==> config.mk <==
export PLATFORM = sky130hd
export DESIGN_NAME = pdc_cell
export DESIGN_NICKNAME = d
export VERILOG_FILES = /design/src/verilog/pdc_pkg.sv /design/src/verilog/pdc_cell.sv
export SDC_FILE = /design/constraint.sdc
export NUM_CORES = 2
export LEC_CHECK = 0
export BUFFER_PORTS_ARGS = -buffer_cell sky130_fd_sc_hd__buf_2
export CAP_MARGIN = 10
export CORE_MARGIN = 3
export CORE_UTILIZATION = 58
export DETAILED_ROUTE_END_ITERATION = 16
export PLACE_DENSITY = 0.77
export SLEW_MARGIN = 20
export SYNTH_ARGS = -nofsm -noshare
export SYNTH_HDL_FRONTEND = slang
export SYNTH_SLANG_ARGS = --single-unit
==> constraint.sdc <==
create_clock -name ref_clk -period 5.2 [get_ports ref_clk]
set_input_delay 0.26 -clock ref_clk [delete_from_list [all_inputs] [get_ports ref_clk]]
set_output_delay 0.26 -clock ref_clk [all_outputs]
set_load 0.01 [all_outputs]
==> src/verilog/pdc_pkg.sv <==
package pdc_pkg;

    // Register offsets on the system bus (byte addresses of the block)
    localparam logic [3:0] OFF_ACC0     = 4'h0;
    localparam logic [3:0] OFF_ACC1     = 4'h1;
    localparam logic [3:0] OFF_DATA0    = 4'h2;
    localparam logic [3:0] OFF_DATA1    = 4'h3;
    localparam logic [3:0] OFF_FIFO0    = 4'h4;
    localparam logic [3:0] OFF_FIFO1    = 4'h5;
    localparam logic [3:0] OFF_CTRL     = 4'h6;
    localparam logic [3:0] OFF_STATUS   = 4'h7;
    localparam logic [3:0] OFF_CFG_IDX  = 4'h8;
    localparam logic [3:0] OFF_CFG_DATA = 4'h9;

    // Byte layout of the configuration store
    localparam int CFG_PLD_AND  = 0;    // 2 arrays x 8 terms x 3 bytes
    localparam int CFG_PLD_OR   = 48;   // 2 arrays x 4 outputs
    localparam int CFG_DYN      = 56;   // 8 words x 2 bytes, low byte first
    localparam int CFG_CMP_MASK = 72;   // 2 bytes, one per comparator
    localparam int CFG_MSB      = 74;   // [2:0] most significant bit position
    localparam int CFG_POLY     = 75;
    localparam int CFG_OUT_SEL  = 76;   // 3 bytes, one nibble per output
    localparam int CFG_MISC     = 79;
    localparam int CFG_OR_MASK  = 80;
    localparam int CFG_STICKY   = 81;
    localparam int CFG_CMP_SEL  = 82;   // [1:0] compare 0, [3:2] compare 1
    localparam int CFG_BYTES    = 83;

    // Fields of the miscellaneous configuration byte
    localparam int MISC_OUT_MODE = 0;   // Per fifo: 1 = output buffer
    localparam int MISC_LOAD_ACC = 2;   // Per fifo: load accumulator, else data reg
    localparam int MISC_CAP_ACC  = 4;   // Per fifo: capture accumulator, else result

    // Values after reset and sizes
    localparam logic [7:0] CFG_RST    = 8'h00;
    localparam logic [7:0] CTRL_RST   = 8'h00;
    localparam logic [7:0] STATUS_RST = 8'h00;
    localparam int         FIFO_DEPTH = 4;

    typedef enum logic [2:0] {
        PDC_INC = 3'h0, PDC_DEC = 3'h1, PDC_ADD = 3'h2, PDC_SUB = 3'h3,
        PDC_AND = 3'h4, PDC_OR  = 3'h5, PDC_XOR = 3'h6, PDC_PASS = 3'h7
    } pdc_func_t;

    typedef enum logic [1:0] {
        PDC_SH_NONE = 2'h0, PDC_SH_LEFT = 2'h1, PDC_SH_RIGHT = 2'h2, PDC_SH_SWAP = 2'h3
    } pdc_shift_t;

    // One dynamic configuration word
    typedef struct packed {
        logic [1:0] fifo_act;   // Per fifo: load from it or capture into it
        logic       crc_en;
        logic       sin_reg;    // Serial input from registered shift-out
        logic       cin_reg;    // Carry input from registered carry
        logic [1:0] dest;       // Bit i writes accumulator i
        logic       mask_en;
        pdc_shift_t shift;
        logic [1:0] srcb;       // Data 0, data 1, acc 0, acc 1
        logic       srca;       // Acc 0 or acc 1
        pdc_func_t  func;
    } pdc_dyn_t;

    typedef struct packed {
        logic [3:0] addr;
        logic       wr;
        logic       rd;
        logic [7:0] wdata;
    } pdc_bus_req_t;

endpackage

==> src/verilog/pdc_cell.sv <==
// Overview of operation
// RULE1: Each logic array takes twelve routing inputs and forms eight shared product terms.
// RULE2: Each product term ANDs chosen inputs, each in true or inverted polarity.
// RULE3: Each array output ORs any of the eight product terms.
// RULE4: The cell holds two independent logic arrays of that structure.
// RULE5: An eight-bit arithmetic unit finishes each operation in one cycle, with compare logic.
// RULE6: Accumulators feed and receive the unit; data registers only feed unit and compares.
// RULE7: FIFOs load data registers or accumulators and capture accumulators or results.
// RULE8: A configuration memory of eight 16-bit words defines each datapath operation.
// RULE9: Routed inputs address that memory and may change the operation every cycle.
// RULE10: Functions are increment, decrement, add, subtract, AND, OR, XOR and pass.
// RULE11: Left shift, right shift, nibble swap and OR mask act on the result.
// RULE12: Two comparators with bit masks compare selectable register pairs.
// RULE13: Zero, all-ones and overflow conditions join compares; a selection drives routing.
// RULE14: Programmable MSB position sets width for arithmetic, shift and CRC.
// RULE15: One CRC or pseudo-random sequence step per cycle for any polynomial.
// RULE16: Each four-byte FIFO is an input or output buffer, chosen per FIFO.
// RULE17: FIFO status is selectable as datapath output toward routing.
// RULE18: Carries, shift data and conditions chain with neighbouring datapaths.
// RULE19: Carry and shift-out are registered and selectable as later inputs.
// RULE20: Six routing inputs and six routing outputs connect the datapath.
// RULE21: Firmware writes the control register; its bits drive the routing.
// RULE22: The status register is read-only and shows routing signals.
// RULE23: Sticky status bits latch a condition and clear when firmware reads status.
// RULE24: Per-block enables gate register updates of each sub-block; dp_out registers ignore blk_en[2] and status read-clears ignore blk_en[3].
module pdc_cell
    import pdc_pkg::*;
(
    // Clock and reset
    input  wire logic              ref_clk,
    input  wire logic              reset_n,
    // System bus
    input  wire pdc_bus_req_t      bus_req,
    output logic [7:0]             bus_rdata,
    // Logic array routing
    input  wire logic [1:0][11:0]  pld_in,
    output logic [1:0][3:0]        pld_out,
    // Datapath routing: [2:0] config address, [3] serial in, [4] carry in, [5] chained condition
    input  wire logic [5:0]        dp_in,
    output logic [5:0]             dp_out,
    // Status and control routing
    output logic [7:0]             ctrl_out,
    input  wire logic [7:0]        status_in,
    // Clock controls: [0] array 0, [1] array 1, [2] datapath, [3] status
    input  wire logic [3:0]        blk_en
);

    logic [7:0]      cfg_q [0:CFG_BYTES-1];
    logic [6:0]      cfg_idx_q;
    logic [1:0][7:0] acc_q, dat_q, cmpa, cmpb, f_head;
    logic [7:0]      status_q, msk, opa, opb, bm, alu, sh, res, misc;
    logic [2:0]      msb;
    logic [8:0]      sum;
    logic [15:0]     cond;
    logic [1:0]      f_empty, f_full, f_load;
    pdc_dyn_t        dyn;
    logic            carry_q, shift_q, carry_o, sout, ov, fb, cin, sin;
    logic            dp_en, wr_cfg, rd_cfg, rd_stat;

    assign dp_en   = blk_en[2];
    assign wr_cfg  = bus_req.wr && bus_req.addr == OFF_CFG_DATA;
    assign rd_cfg  = bus_req.rd && bus_req.addr == OFF_CFG_DATA;
    assign rd_stat = bus_req.rd && bus_req.addr == OFF_STATUS;
    assign misc    = cfg_q[CFG_MISC];

    // Configuration store, written one byte at a time through an index
    always_ff @(posedge ref_clk)
    begin
        if (!reset_n)
            for (int i = 0; i < CFG_BYTES; i++)
                cfg_q[i] <= CFG_RST;
        else if (wr_cfg && int'(cfg_idx_q) < CFG_BYTES)
            cfg_q[cfg_idx_q] <= bus_req.wdata;
    end

    // Index auto-increments so firmware can stream the whole image
    always_ff @(posedge ref_clk)
    begin
        if (!reset_n)
            cfg_idx_q <= 7'h00;
        else if (bus_req.wr && bus_req.addr == OFF_CFG_IDX)
            cfg_idx_q <= bus_req.wdata[6:0];
        else if (wr_cfg || rd_cfg)
            cfg_idx_q <= cfg_idx_q + 7'h01;
    end

    // Two sum-of-products arrays; outputs are registered under their own enable
    for (genvar p = 0; p < 2; p++)
    begin : g_pld
        logic [7:0] term;
        logic [3:0] sop;
        logic [3:0] out_q;
        for (genvar t = 0; t < 8; t++)
        begin : g_term
            logic [23:0] sel;
            assign sel = {cfg_q[CFG_PLD_AND + p*24 + t*3 + 2], cfg_q[CFG_PLD_AND + p*24 + t*3 + 1],
                          cfg_q[CFG_PLD_AND + p*24 + t*3]};
            // Unselected inputs drop out of the AND
            assign term[t] = &((~sel[11:0] | pld_in[p]) & (~sel[23:12] | ~pld_in[p])); // RULE1 RULE2
        end
        for (genvar o = 0; o < 4; o++)
        begin : g_or
            assign sop[o] = |(term & cfg_q[CFG_PLD_OR + p*4 + o]); // RULE3
        end
        always_ff @(posedge ref_clk)
        begin
            if (!reset_n)
                out_q <= 4'h0;
            else if (blk_en[p]) // RULE4 RULE24
                out_q <= sop;
        end
        assign pld_out[p] = out_q;
    end

    // Operation chosen per cycle by the routed address
    assign dyn = pdc_dyn_t'({cfg_q[CFG_DYN + {dp_in[2:0], 1'b1}], cfg_q[CFG_DYN + {dp_in[2:0], 1'b0}]}); // RULE8 RULE9

    // Single-cycle arithmetic, shifter and CRC step, limited to the programmed width except the nibble swap
    always_comb
    begin
        msb = cfg_q[CFG_MSB][2:0];
        msk = ~(8'hFE << msb); // RULE14
        opa = dyn.srca ? acc_q[1] : acc_q[0]; // RULE6
        unique case (dyn.srcb)
            2'h0: opb = dat_q[0];
            2'h1: opb = dat_q[1];
            2'h2: opb = acc_q[0];
            2'h3: opb = acc_q[1];
        endcase
        cin = dyn.cin_reg ? carry_q : dp_in[4]; // RULE18 RULE19
        sin = dyn.sin_reg ? shift_q : dp_in[3]; // RULE19
        bm  = (dyn.func == PDC_SUB) ? ~opb : opb;
        unique case (dyn.func) // RULE5 RULE10
            PDC_INC:  sum = {1'b0, opa} + 9'h001;
            PDC_DEC:  sum = {1'b0, opa} + 9'h0FF;
            PDC_ADD,
            PDC_SUB:  sum = {1'b0, opa} + {1'b0, bm} + {8'h00, cin};
            PDC_AND:  sum = {1'b0, opa & opb};
            PDC_OR:   sum = {1'b0, opa | opb};
            PDC_XOR:  sum = {1'b0, opa ^ opb};
            PDC_PASS: sum = {1'b0, opa};
        endcase
        // Carry is taken just above the programmed MSB
        carry_o = sum[{1'b0, msb} + 4'h1];
        ov = (dyn.func == PDC_ADD || dyn.func == PDC_SUB)
             && opa[msb] == bm[msb] && sum[msb] != opa[msb]; // RULE13
        alu = sum[7:0] & msk;
        unique case (dyn.shift) // RULE11
            PDC_SH_NONE:  sh = alu;
            PDC_SH_LEFT:  sh = ((alu << 1) | {7'h00, sin}) & msk;
            PDC_SH_RIGHT: sh = ((alu >> 1) & ~(8'h01 << msb)) | ({7'h00, sin} << msb);
            PDC_SH_SWAP:  sh = {alu[3:0], alu[7:4]};
        endcase
        // Outside a CRC step, only real shifts push a bit out; swap and no-shift leave it low
        sout = (dyn.shift == PDC_SH_LEFT) ? alu[msb] : ((dyn.shift == PDC_SH_RIGHT) ? alu[0] : 1'b0);
        // Galois step: feedback is serial input XOR the MSB; zero serial input gives a sequence
        fb = sin ^ opa[msb];
        if (dyn.crc_en) // RULE15
        begin
            sh   = ((opa << 1) & msk) ^ (fb ? (cfg_q[CFG_POLY] & msk) : 8'h00);
            sout = opa[msb];
        end
        res = dyn.mask_en ? (sh | cfg_q[CFG_OR_MASK]) : sh; // RULE11
    end

    // Two masked comparators over selectable register pairs
    for (genvar c = 0; c < 2; c++)
    begin : g_cmp
        logic [1:0] pair;
        assign pair = cfg_q[CFG_CMP_SEL][2*c +: 2];
        assign cmpa[c] = ((pair == 2'h1 || pair == 2'h3) ? acc_q[1] : acc_q[0]) & cfg_q[CFG_CMP_MASK + c]; // RULE12
        assign cmpb[c] = (pair == 2'h0 ? dat_q[0] : pair == 2'h1 ? dat_q[1] :
                          pair == 2'h2 ? acc_q[1] : dat_q[0]) & cfg_q[CFG_CMP_MASK + c];
        assign cond[2*c]     = cmpa[c] == cmpb[c];
        assign cond[2*c + 1] = cmpa[c] <  cmpb[c];
    end

    // Condition set; FIFO status and chained condition are selectable like the rest
    assign cond[15:4] = {dp_in[5], f_full[1], f_empty[1], f_full[0], f_empty[0], shift_q, carry_q, ov, // RULE17 RULE18
                         acc_q[1] == 8'hFF, acc_q[0] == 8'hFF, acc_q[1] == 8'h00, acc_q[0] == 8'h00}; // RULE13

    // Six registered outputs, each picking one condition
    for (genvar k = 0; k < 6; k++)
    begin : g_out
        logic [3:0] pick;
        logic       o_q;
        assign pick = cfg_q[CFG_OUT_SEL + k/2][4*(k%2) +: 4];
        always_ff @(posedge ref_clk)
        begin
            if (!reset_n)
                o_q <= 1'b0;
            else
                o_q <= cond[pick]; // RULE20
        end
        assign dp_out[k] = o_q;
    end

    // Carry and shift-out kept for later cycles, e.g. two halves of a 16-bit value
    always_ff @(posedge ref_clk)
    begin
        if (!reset_n)
        begin
            carry_q <= 1'b0;
            shift_q <= 1'b0;
        end
        else if (dp_en) // RULE19 RULE24
        begin
            carry_q <= carry_o;
            shift_q <= sout;
        end
    end

    // Two four-byte FIFOs; direction fixed per FIFO by configuration
    for (genvar f = 0; f < 2; f++)
    begin : g_fifo
        logic [7:0] mem [0:FIFO_DEPTH-1];
        logic [1:0] wp_q;
        logic [1:0] rp_q;
        logic [2:0] cnt_q;
        logic       out_mode;
        logic       push;
        logic       pop;
        logic       dp_act;
        logic [7:0] din;
        assign out_mode = misc[MISC_OUT_MODE + f];
        assign dp_act   = dp_en && dyn.fifo_act[f];
        // Bus writes to a full FIFO and reads of an empty one are dropped
        assign push = !f_full[f] && (out_mode ? dp_act
                      : (bus_req.wr && bus_req.addr == OFF_FIFO0 + 4'(f))); // RULE16
        assign pop  = !f_empty[f] && (out_mode ? (bus_req.rd && bus_req.addr == OFF_FIFO0 + 4'(f))
                      : dp_act); // RULE16
        assign din  = out_mode ? (misc[MISC_CAP_ACC + f] ? acc_q[f] : res) : bus_req.wdata; // RULE7
        assign f_empty[f] = cnt_q == 3'h0;
        assign f_full[f]  = cnt_q == 3'(FIFO_DEPTH);
        assign f_head[f]  = f_empty[f] ? 8'h00 : mem[rp_q];
        assign f_load[f]  = pop && !out_mode;
        always_ff @(posedge ref_clk)
        begin
            if (push)
                mem[wp_q] <= din;
        end
        always_ff @(posedge ref_clk)
        begin
            if (!reset_n)
            begin
                wp_q  <= 2'h0;
                rp_q  <= 2'h0;
                cnt_q <= 3'h0;
            end
            else
            begin
                wp_q  <= wp_q + {1'b0, push};
                rp_q  <= rp_q + {1'b0, pop};
                cnt_q <= cnt_q + {2'h0, push} - {2'h0, pop};
            end
        end
    end

    // Accumulators: bus write first, then FIFO load, then arithmetic result
    always_ff @(posedge ref_clk)
    begin
        if (!reset_n)
            acc_q <= '0;
        else
        begin
            for (int i = 0; i < 2; i++)
            begin
                if (bus_req.wr && bus_req.addr == OFF_ACC0 + 4'(i))
                    acc_q[i] <= bus_req.wdata;
                else if (f_load[i] && misc[MISC_LOAD_ACC + i]) // RULE7
                    acc_q[i] <= f_head[i];
                else if (dp_en && dyn.dest[i]) // RULE6 RULE24
                    acc_q[i] <= res;
            end
        end
    end

    // Data registers are never written by the arithmetic unit
    always_ff @(posedge ref_clk)
    begin
        if (!reset_n)
            dat_q <= '0;
        else
        begin
            for (int i = 0; i < 2; i++)
            begin
                if (bus_req.wr && bus_req.addr == OFF_DATA0 + 4'(i))
                    dat_q[i] <= bus_req.wdata;
                else if (f_load[i] && !misc[MISC_LOAD_ACC + i]) // RULE6 RULE7
                    dat_q[i] <= f_head[i];
            end
        end
    end

    // Control register drives the routing directly
    always_ff @(posedge ref_clk)
    begin
        if (!reset_n)
            ctrl_out <= CTRL_RST;
        else if (bus_req.wr && bus_req.addr == OFF_CTRL)
            ctrl_out <= bus_req.wdata; // RULE21
    end

    // Status: sticky bits set over a read-clear, so no event is lost
    always_ff @(posedge ref_clk)
    begin
        if (!reset_n)
            status_q <= STATUS_RST;
        else
            status_q <= (cfg_q[CFG_STICKY] & ((status_q & {8{!rd_stat}}) | (status_in & {8{blk_en[3]}}))) // RULE23
                      | (~cfg_q[CFG_STICKY] & (blk_en[3] ? status_in : status_q)); // RULE22 RULE24
    end

    // Read data is captured on the read strobe and held until the next read
    always_ff @(posedge ref_clk)
    begin
        if (!reset_n)
            bus_rdata <= 8'h00;
        else if (bus_req.rd)
        begin
            unique case (bus_req.addr)
                OFF_ACC0, OFF_ACC1:   bus_rdata <= acc_q[bus_req.addr[0]];
                OFF_DATA0, OFF_DATA1: bus_rdata <= dat_q[bus_req.addr[0]];
                OFF_FIFO0, OFF_FIFO1: bus_rdata <= f_head[bus_req.addr[0]];
                OFF_CTRL:             bus_rdata <= ctrl_out;
                OFF_STATUS:           bus_rdata <= status_q; // RULE22
                OFF_CFG_IDX:          bus_rdata <= {1'b0, cfg_idx_q};
                OFF_CFG_DATA:         bus_rdata <= (int'(cfg_idx_q) < CFG_BYTES) ? cfg_q[cfg_idx_q] : 8'h00;
                default:              bus_rdata <= 8'h00;
            endcase
        end
    end

    logic quiet_acc0;
    assign quiet_acc0 = !(bus_req.wr && bus_req.addr == OFF_ACC0) && !f_load[0];
endmodule

==> metrics.txt <==
outcome=finished clean; first-pass GRT wire length=270100 um; layout cells sized above 1=19.31%; port buffer count=87; Initial Utilization=58.89%; Root Buffer=clkbuf_16; CTS tree=yes; share of synthesized registers carrying an async set or reset=0%; r2r endpoint=g_fifo[0].mem[3][6]$_DFFE_PP_; Post-route DRC=0; Mapped Avg Cell Area=14.11 um^2; Reg2Reg Launch Point=cfg_q[56][5]$_SDFFCE_PN0P_; placed cells=5926; Hold EP=cfg_q[90][1]$_DFFE_PP_; largest net degree at the start of global routing=107; Worst Hold Depth=1; Mapped Cells=4282; cells on worst reg2reg path=18; Final Max Slew Viols=0; Hold Startpoint=bus_req[1]; area share of the largest cell type after synthesis=54.06%; nets=4815; top cells by instance count after synthesis=1088 x edfxtp_1, 595 x and2_1, 413 x mux4_2; PD cells=326.0 mW/mm^2; Synth area leader=edfxtp_1; clk slew on worst S/H paths=0.06 ns; fill count=7066; yosys warns=0; register bit count reported by yosys=1188; Mapped Area=0.06044 mm^2; # rows=117; Die Width=328.8 um; max-cap viol count=0; dpl hpwl=126500 um; post-route non-filler standard cell count=6170; CP arrival=5.49 ns; Worst setup EP type=register; Detail Route Antenna Nets=0; leakage power=24.78 nW; CP Max Fanout=12; WS Path Type=register to register; vias per cell=6.632; GPL Wtd Cong=1.051; dominant cell by count in the synthesized netlist=edfxtp_1; initial antenna violation count=15; r2r setup slk=0.17 ns; total congestion overflow=0; vias in the first global route=39867; CTS Sinks=1188; clock tree buffer depth=3; fin crit share=96.77%; Initial DRC Count=6249; fin crit period=5.032 ns; Cell variety after synth=76; Slew Limit Headroom=22.28%; Layout area overhead=13.34%; Tightest Pin Transition=1.154 ns; core region area=0.1026 mm^2; Die ar.=0.1081 mm^2; Seq/Total Area, Yosys=57.37%; max frequency=198.7 MHz; maximum VDD drop=289.1 uV; final WL=184400 um; worst skew pair latency=0.74 ns; # H-tree levels=3; Vias=40917; Detailed Routing Iterations Pass 1=6; Final setup viols=0; Critical Path Source Type=register; setup TNS=0 ns; Die Span Y=328.8 um; EDFF count, synth=1088; io pins=88; GRT Total Usage=34.33%; Hold Path Class=primary input to register; final-report hold violation count=0; drt wl/cell=29.88 um; Most used DFF post-synth=edfxtp_1; Synth area leaders=edfxtp_1 54%, mux4_2 15%, and2_1 6.2%; RSZ-0062 raised after global routing=yes; CTS buffer count=118; Layout Skew=0.06076 ns; Req. time, crit path=5.66 ns
==> how the worst max path moves through the flow <==
stage               slack (ns)                       start                             to
floorplan                 0.17                    dp_in[0]  g_fifo[0].mem[0][5]$_DFFE_PP_
global placement         -0.14                    dp_in[1]  g_fifo[0].mem[0][5]$_DFFE_PP_
detailed placement       -0.36                    dp_in[1]  g_fifo[0].mem[0][5]$_DFFE_PP_
CTS                       0.02  cfg_q[58][5]$_SDFFCE_PN0P_  g_fifo[0].mem[3][1]$_DFFE_PP_
global route             -0.02  cfg_q[56][5]$_SDFFCE_PN0P_  g_fifo[1].mem[2][6]$_DFFE_PP_
finish                    0.17  cfg_q[56][5]$_SDFFCE_PN0P_  g_fifo[0].mem[3][6]$_DFFE_PP_
==> what timing repair did <==
action                     in CTS  in global routing
setup buffers                   0                  3
resized for setup               4                 26
pin swaps                       0                  4
hold endpoints to repair       16                  0
setup endpoints to repair      38                 75
cloned                          0                  0
hold buffers                   10                  0
==> final cells by class <==
| cell class | instances | area (um^2) | share of cell area (%) |
|---|---|---|---|
| diodes | 6 | 15.01 | 0.02192 |
| clock buffers | 148 | 3157 | 4.609 |
| clock inverters | 77 | 832.0 | 1.215 |
| inverters | 52 | 197.7 | 0.2886 |
| multi-input cells | 3048 | 25650 | 37.45 |
| flip-flops and latches | 1188 | 34690 | 50.64 |
| well taps | 1368 | 1712 | 2.499 |
| repair buffers | 283 | 2243 | 3.275 |
==> state kept, by name, indices dropped and copies added (netlist names), 6 cells and up, named ones only <==
signal	flops
cfg_q	1024
g_fifo.mem	64
acc_q	16
dat_q	16
bus_rdata	8
ctrl_out	8
g_pld.out_q	8
cfg_idx_q	7
g_fifo.cnt_q	6
g_out.o_q	6
==> power by group <==
| group | internal [mW] | switching [mW] |
|---|---|---|
| clock network | 5.02 | 3.75 |
| registers | 10.9 | 0.293 |
| logic | 0.908 | 1.47 |
==> metal layers <==
metal | share of wire, % | global-route usage [%]
met4 | 5.3 | 15.16
met1 | 37 | 47.98
met5 | 0.036 | 0
met3 | 13 | 9.329
met2 | 45 | 50.96
==> cell families (layout without fill, tap and decap cells) <==
group,after synthesis,count (layout),share of synthesized area (%)
multiplexers,729,729,20.68
AO/OA/AOI/OAI,515,515,5.474
other,1,366,0.006205
adder cells (fa/ha/maj),66,66,1.428
flip-flops,1188,1188,57.37
buffers and inverters,405,560,2.611
AND/OR/NAND/NOR,1342,1342,11.90
XOR/XNOR,36,36,0.5341
==> cells in the final DEF, fill, tap and decap left out, types with 16 or more instances in the layout <==
master	count
a21oi_1	85
nand2_1	205
mux2i_1	292
nand3_1	26
nand4_1	64
and2_1	595
clkinv_2	28
clkinv_1	22
xnor2_1	24
o221ai_1	29
dfxtp_1	96
edfxtp_1	1088
a221oi_1	22
nor2_1	216
ha_1	61
mux2_2	17
inv_1	50
clkbuf_1	22
o21ai_1	47
mux4_2	413
buf_12	23
nor2b_1	54
buf_2	79
a22oi_1	29
nor3_1	126
clkbuf_16	119
a31oi_1	33
buf_4	170
conb_1	360
a211oi_1	33
o21ai_0	129
a22o_1	16
==> worst max-delay path, stage by stage, from the launching register on <==
cell and delay (ns):
edfxtp_1 0.42, mux4_2 0.50, mux2i_4 0.28, buf_6 0.23, mux2i_1 0.20, mux2i_1 0.13
xor2_1 0.19, ha_1 0.32, a211oi_1 0.33, o21ai_0 0.17, a31oi_1 0.22, xor2_1 0.17
nor2_1 0.07, o221ai_1 0.54, o221a_2 0.33, a221oi_1 0.09, buf_4 0.21, nor3_1 0.20
nor2_1 0.12
==> stage by stage <==
step / util [%] / cell area, um^2 / worst slack (ns) / hold WS (ns) / power (mW)
2_1_floorplan: - / 61780 / 0.1702 / 0.3589 / 12.63
3_3_place_gp: 62.62 / 64260 / -0.1449 / 0.4601 / 13.57
3_5_place_dp: 62.62 / 64260 / -0.3580 / 0.4705 / 13.63
4_1_cts: 66.64 / 68380 / 0.02257 / 0.006145 / 22.29
5_1_grt: 66.74 / 68490 / -0.01602 / 0.02183 / 22.90
6_report: 66.75 / 68500 / 0.1681 / 0.03949 / 22.33
Power figures use the tool's default switching activity.
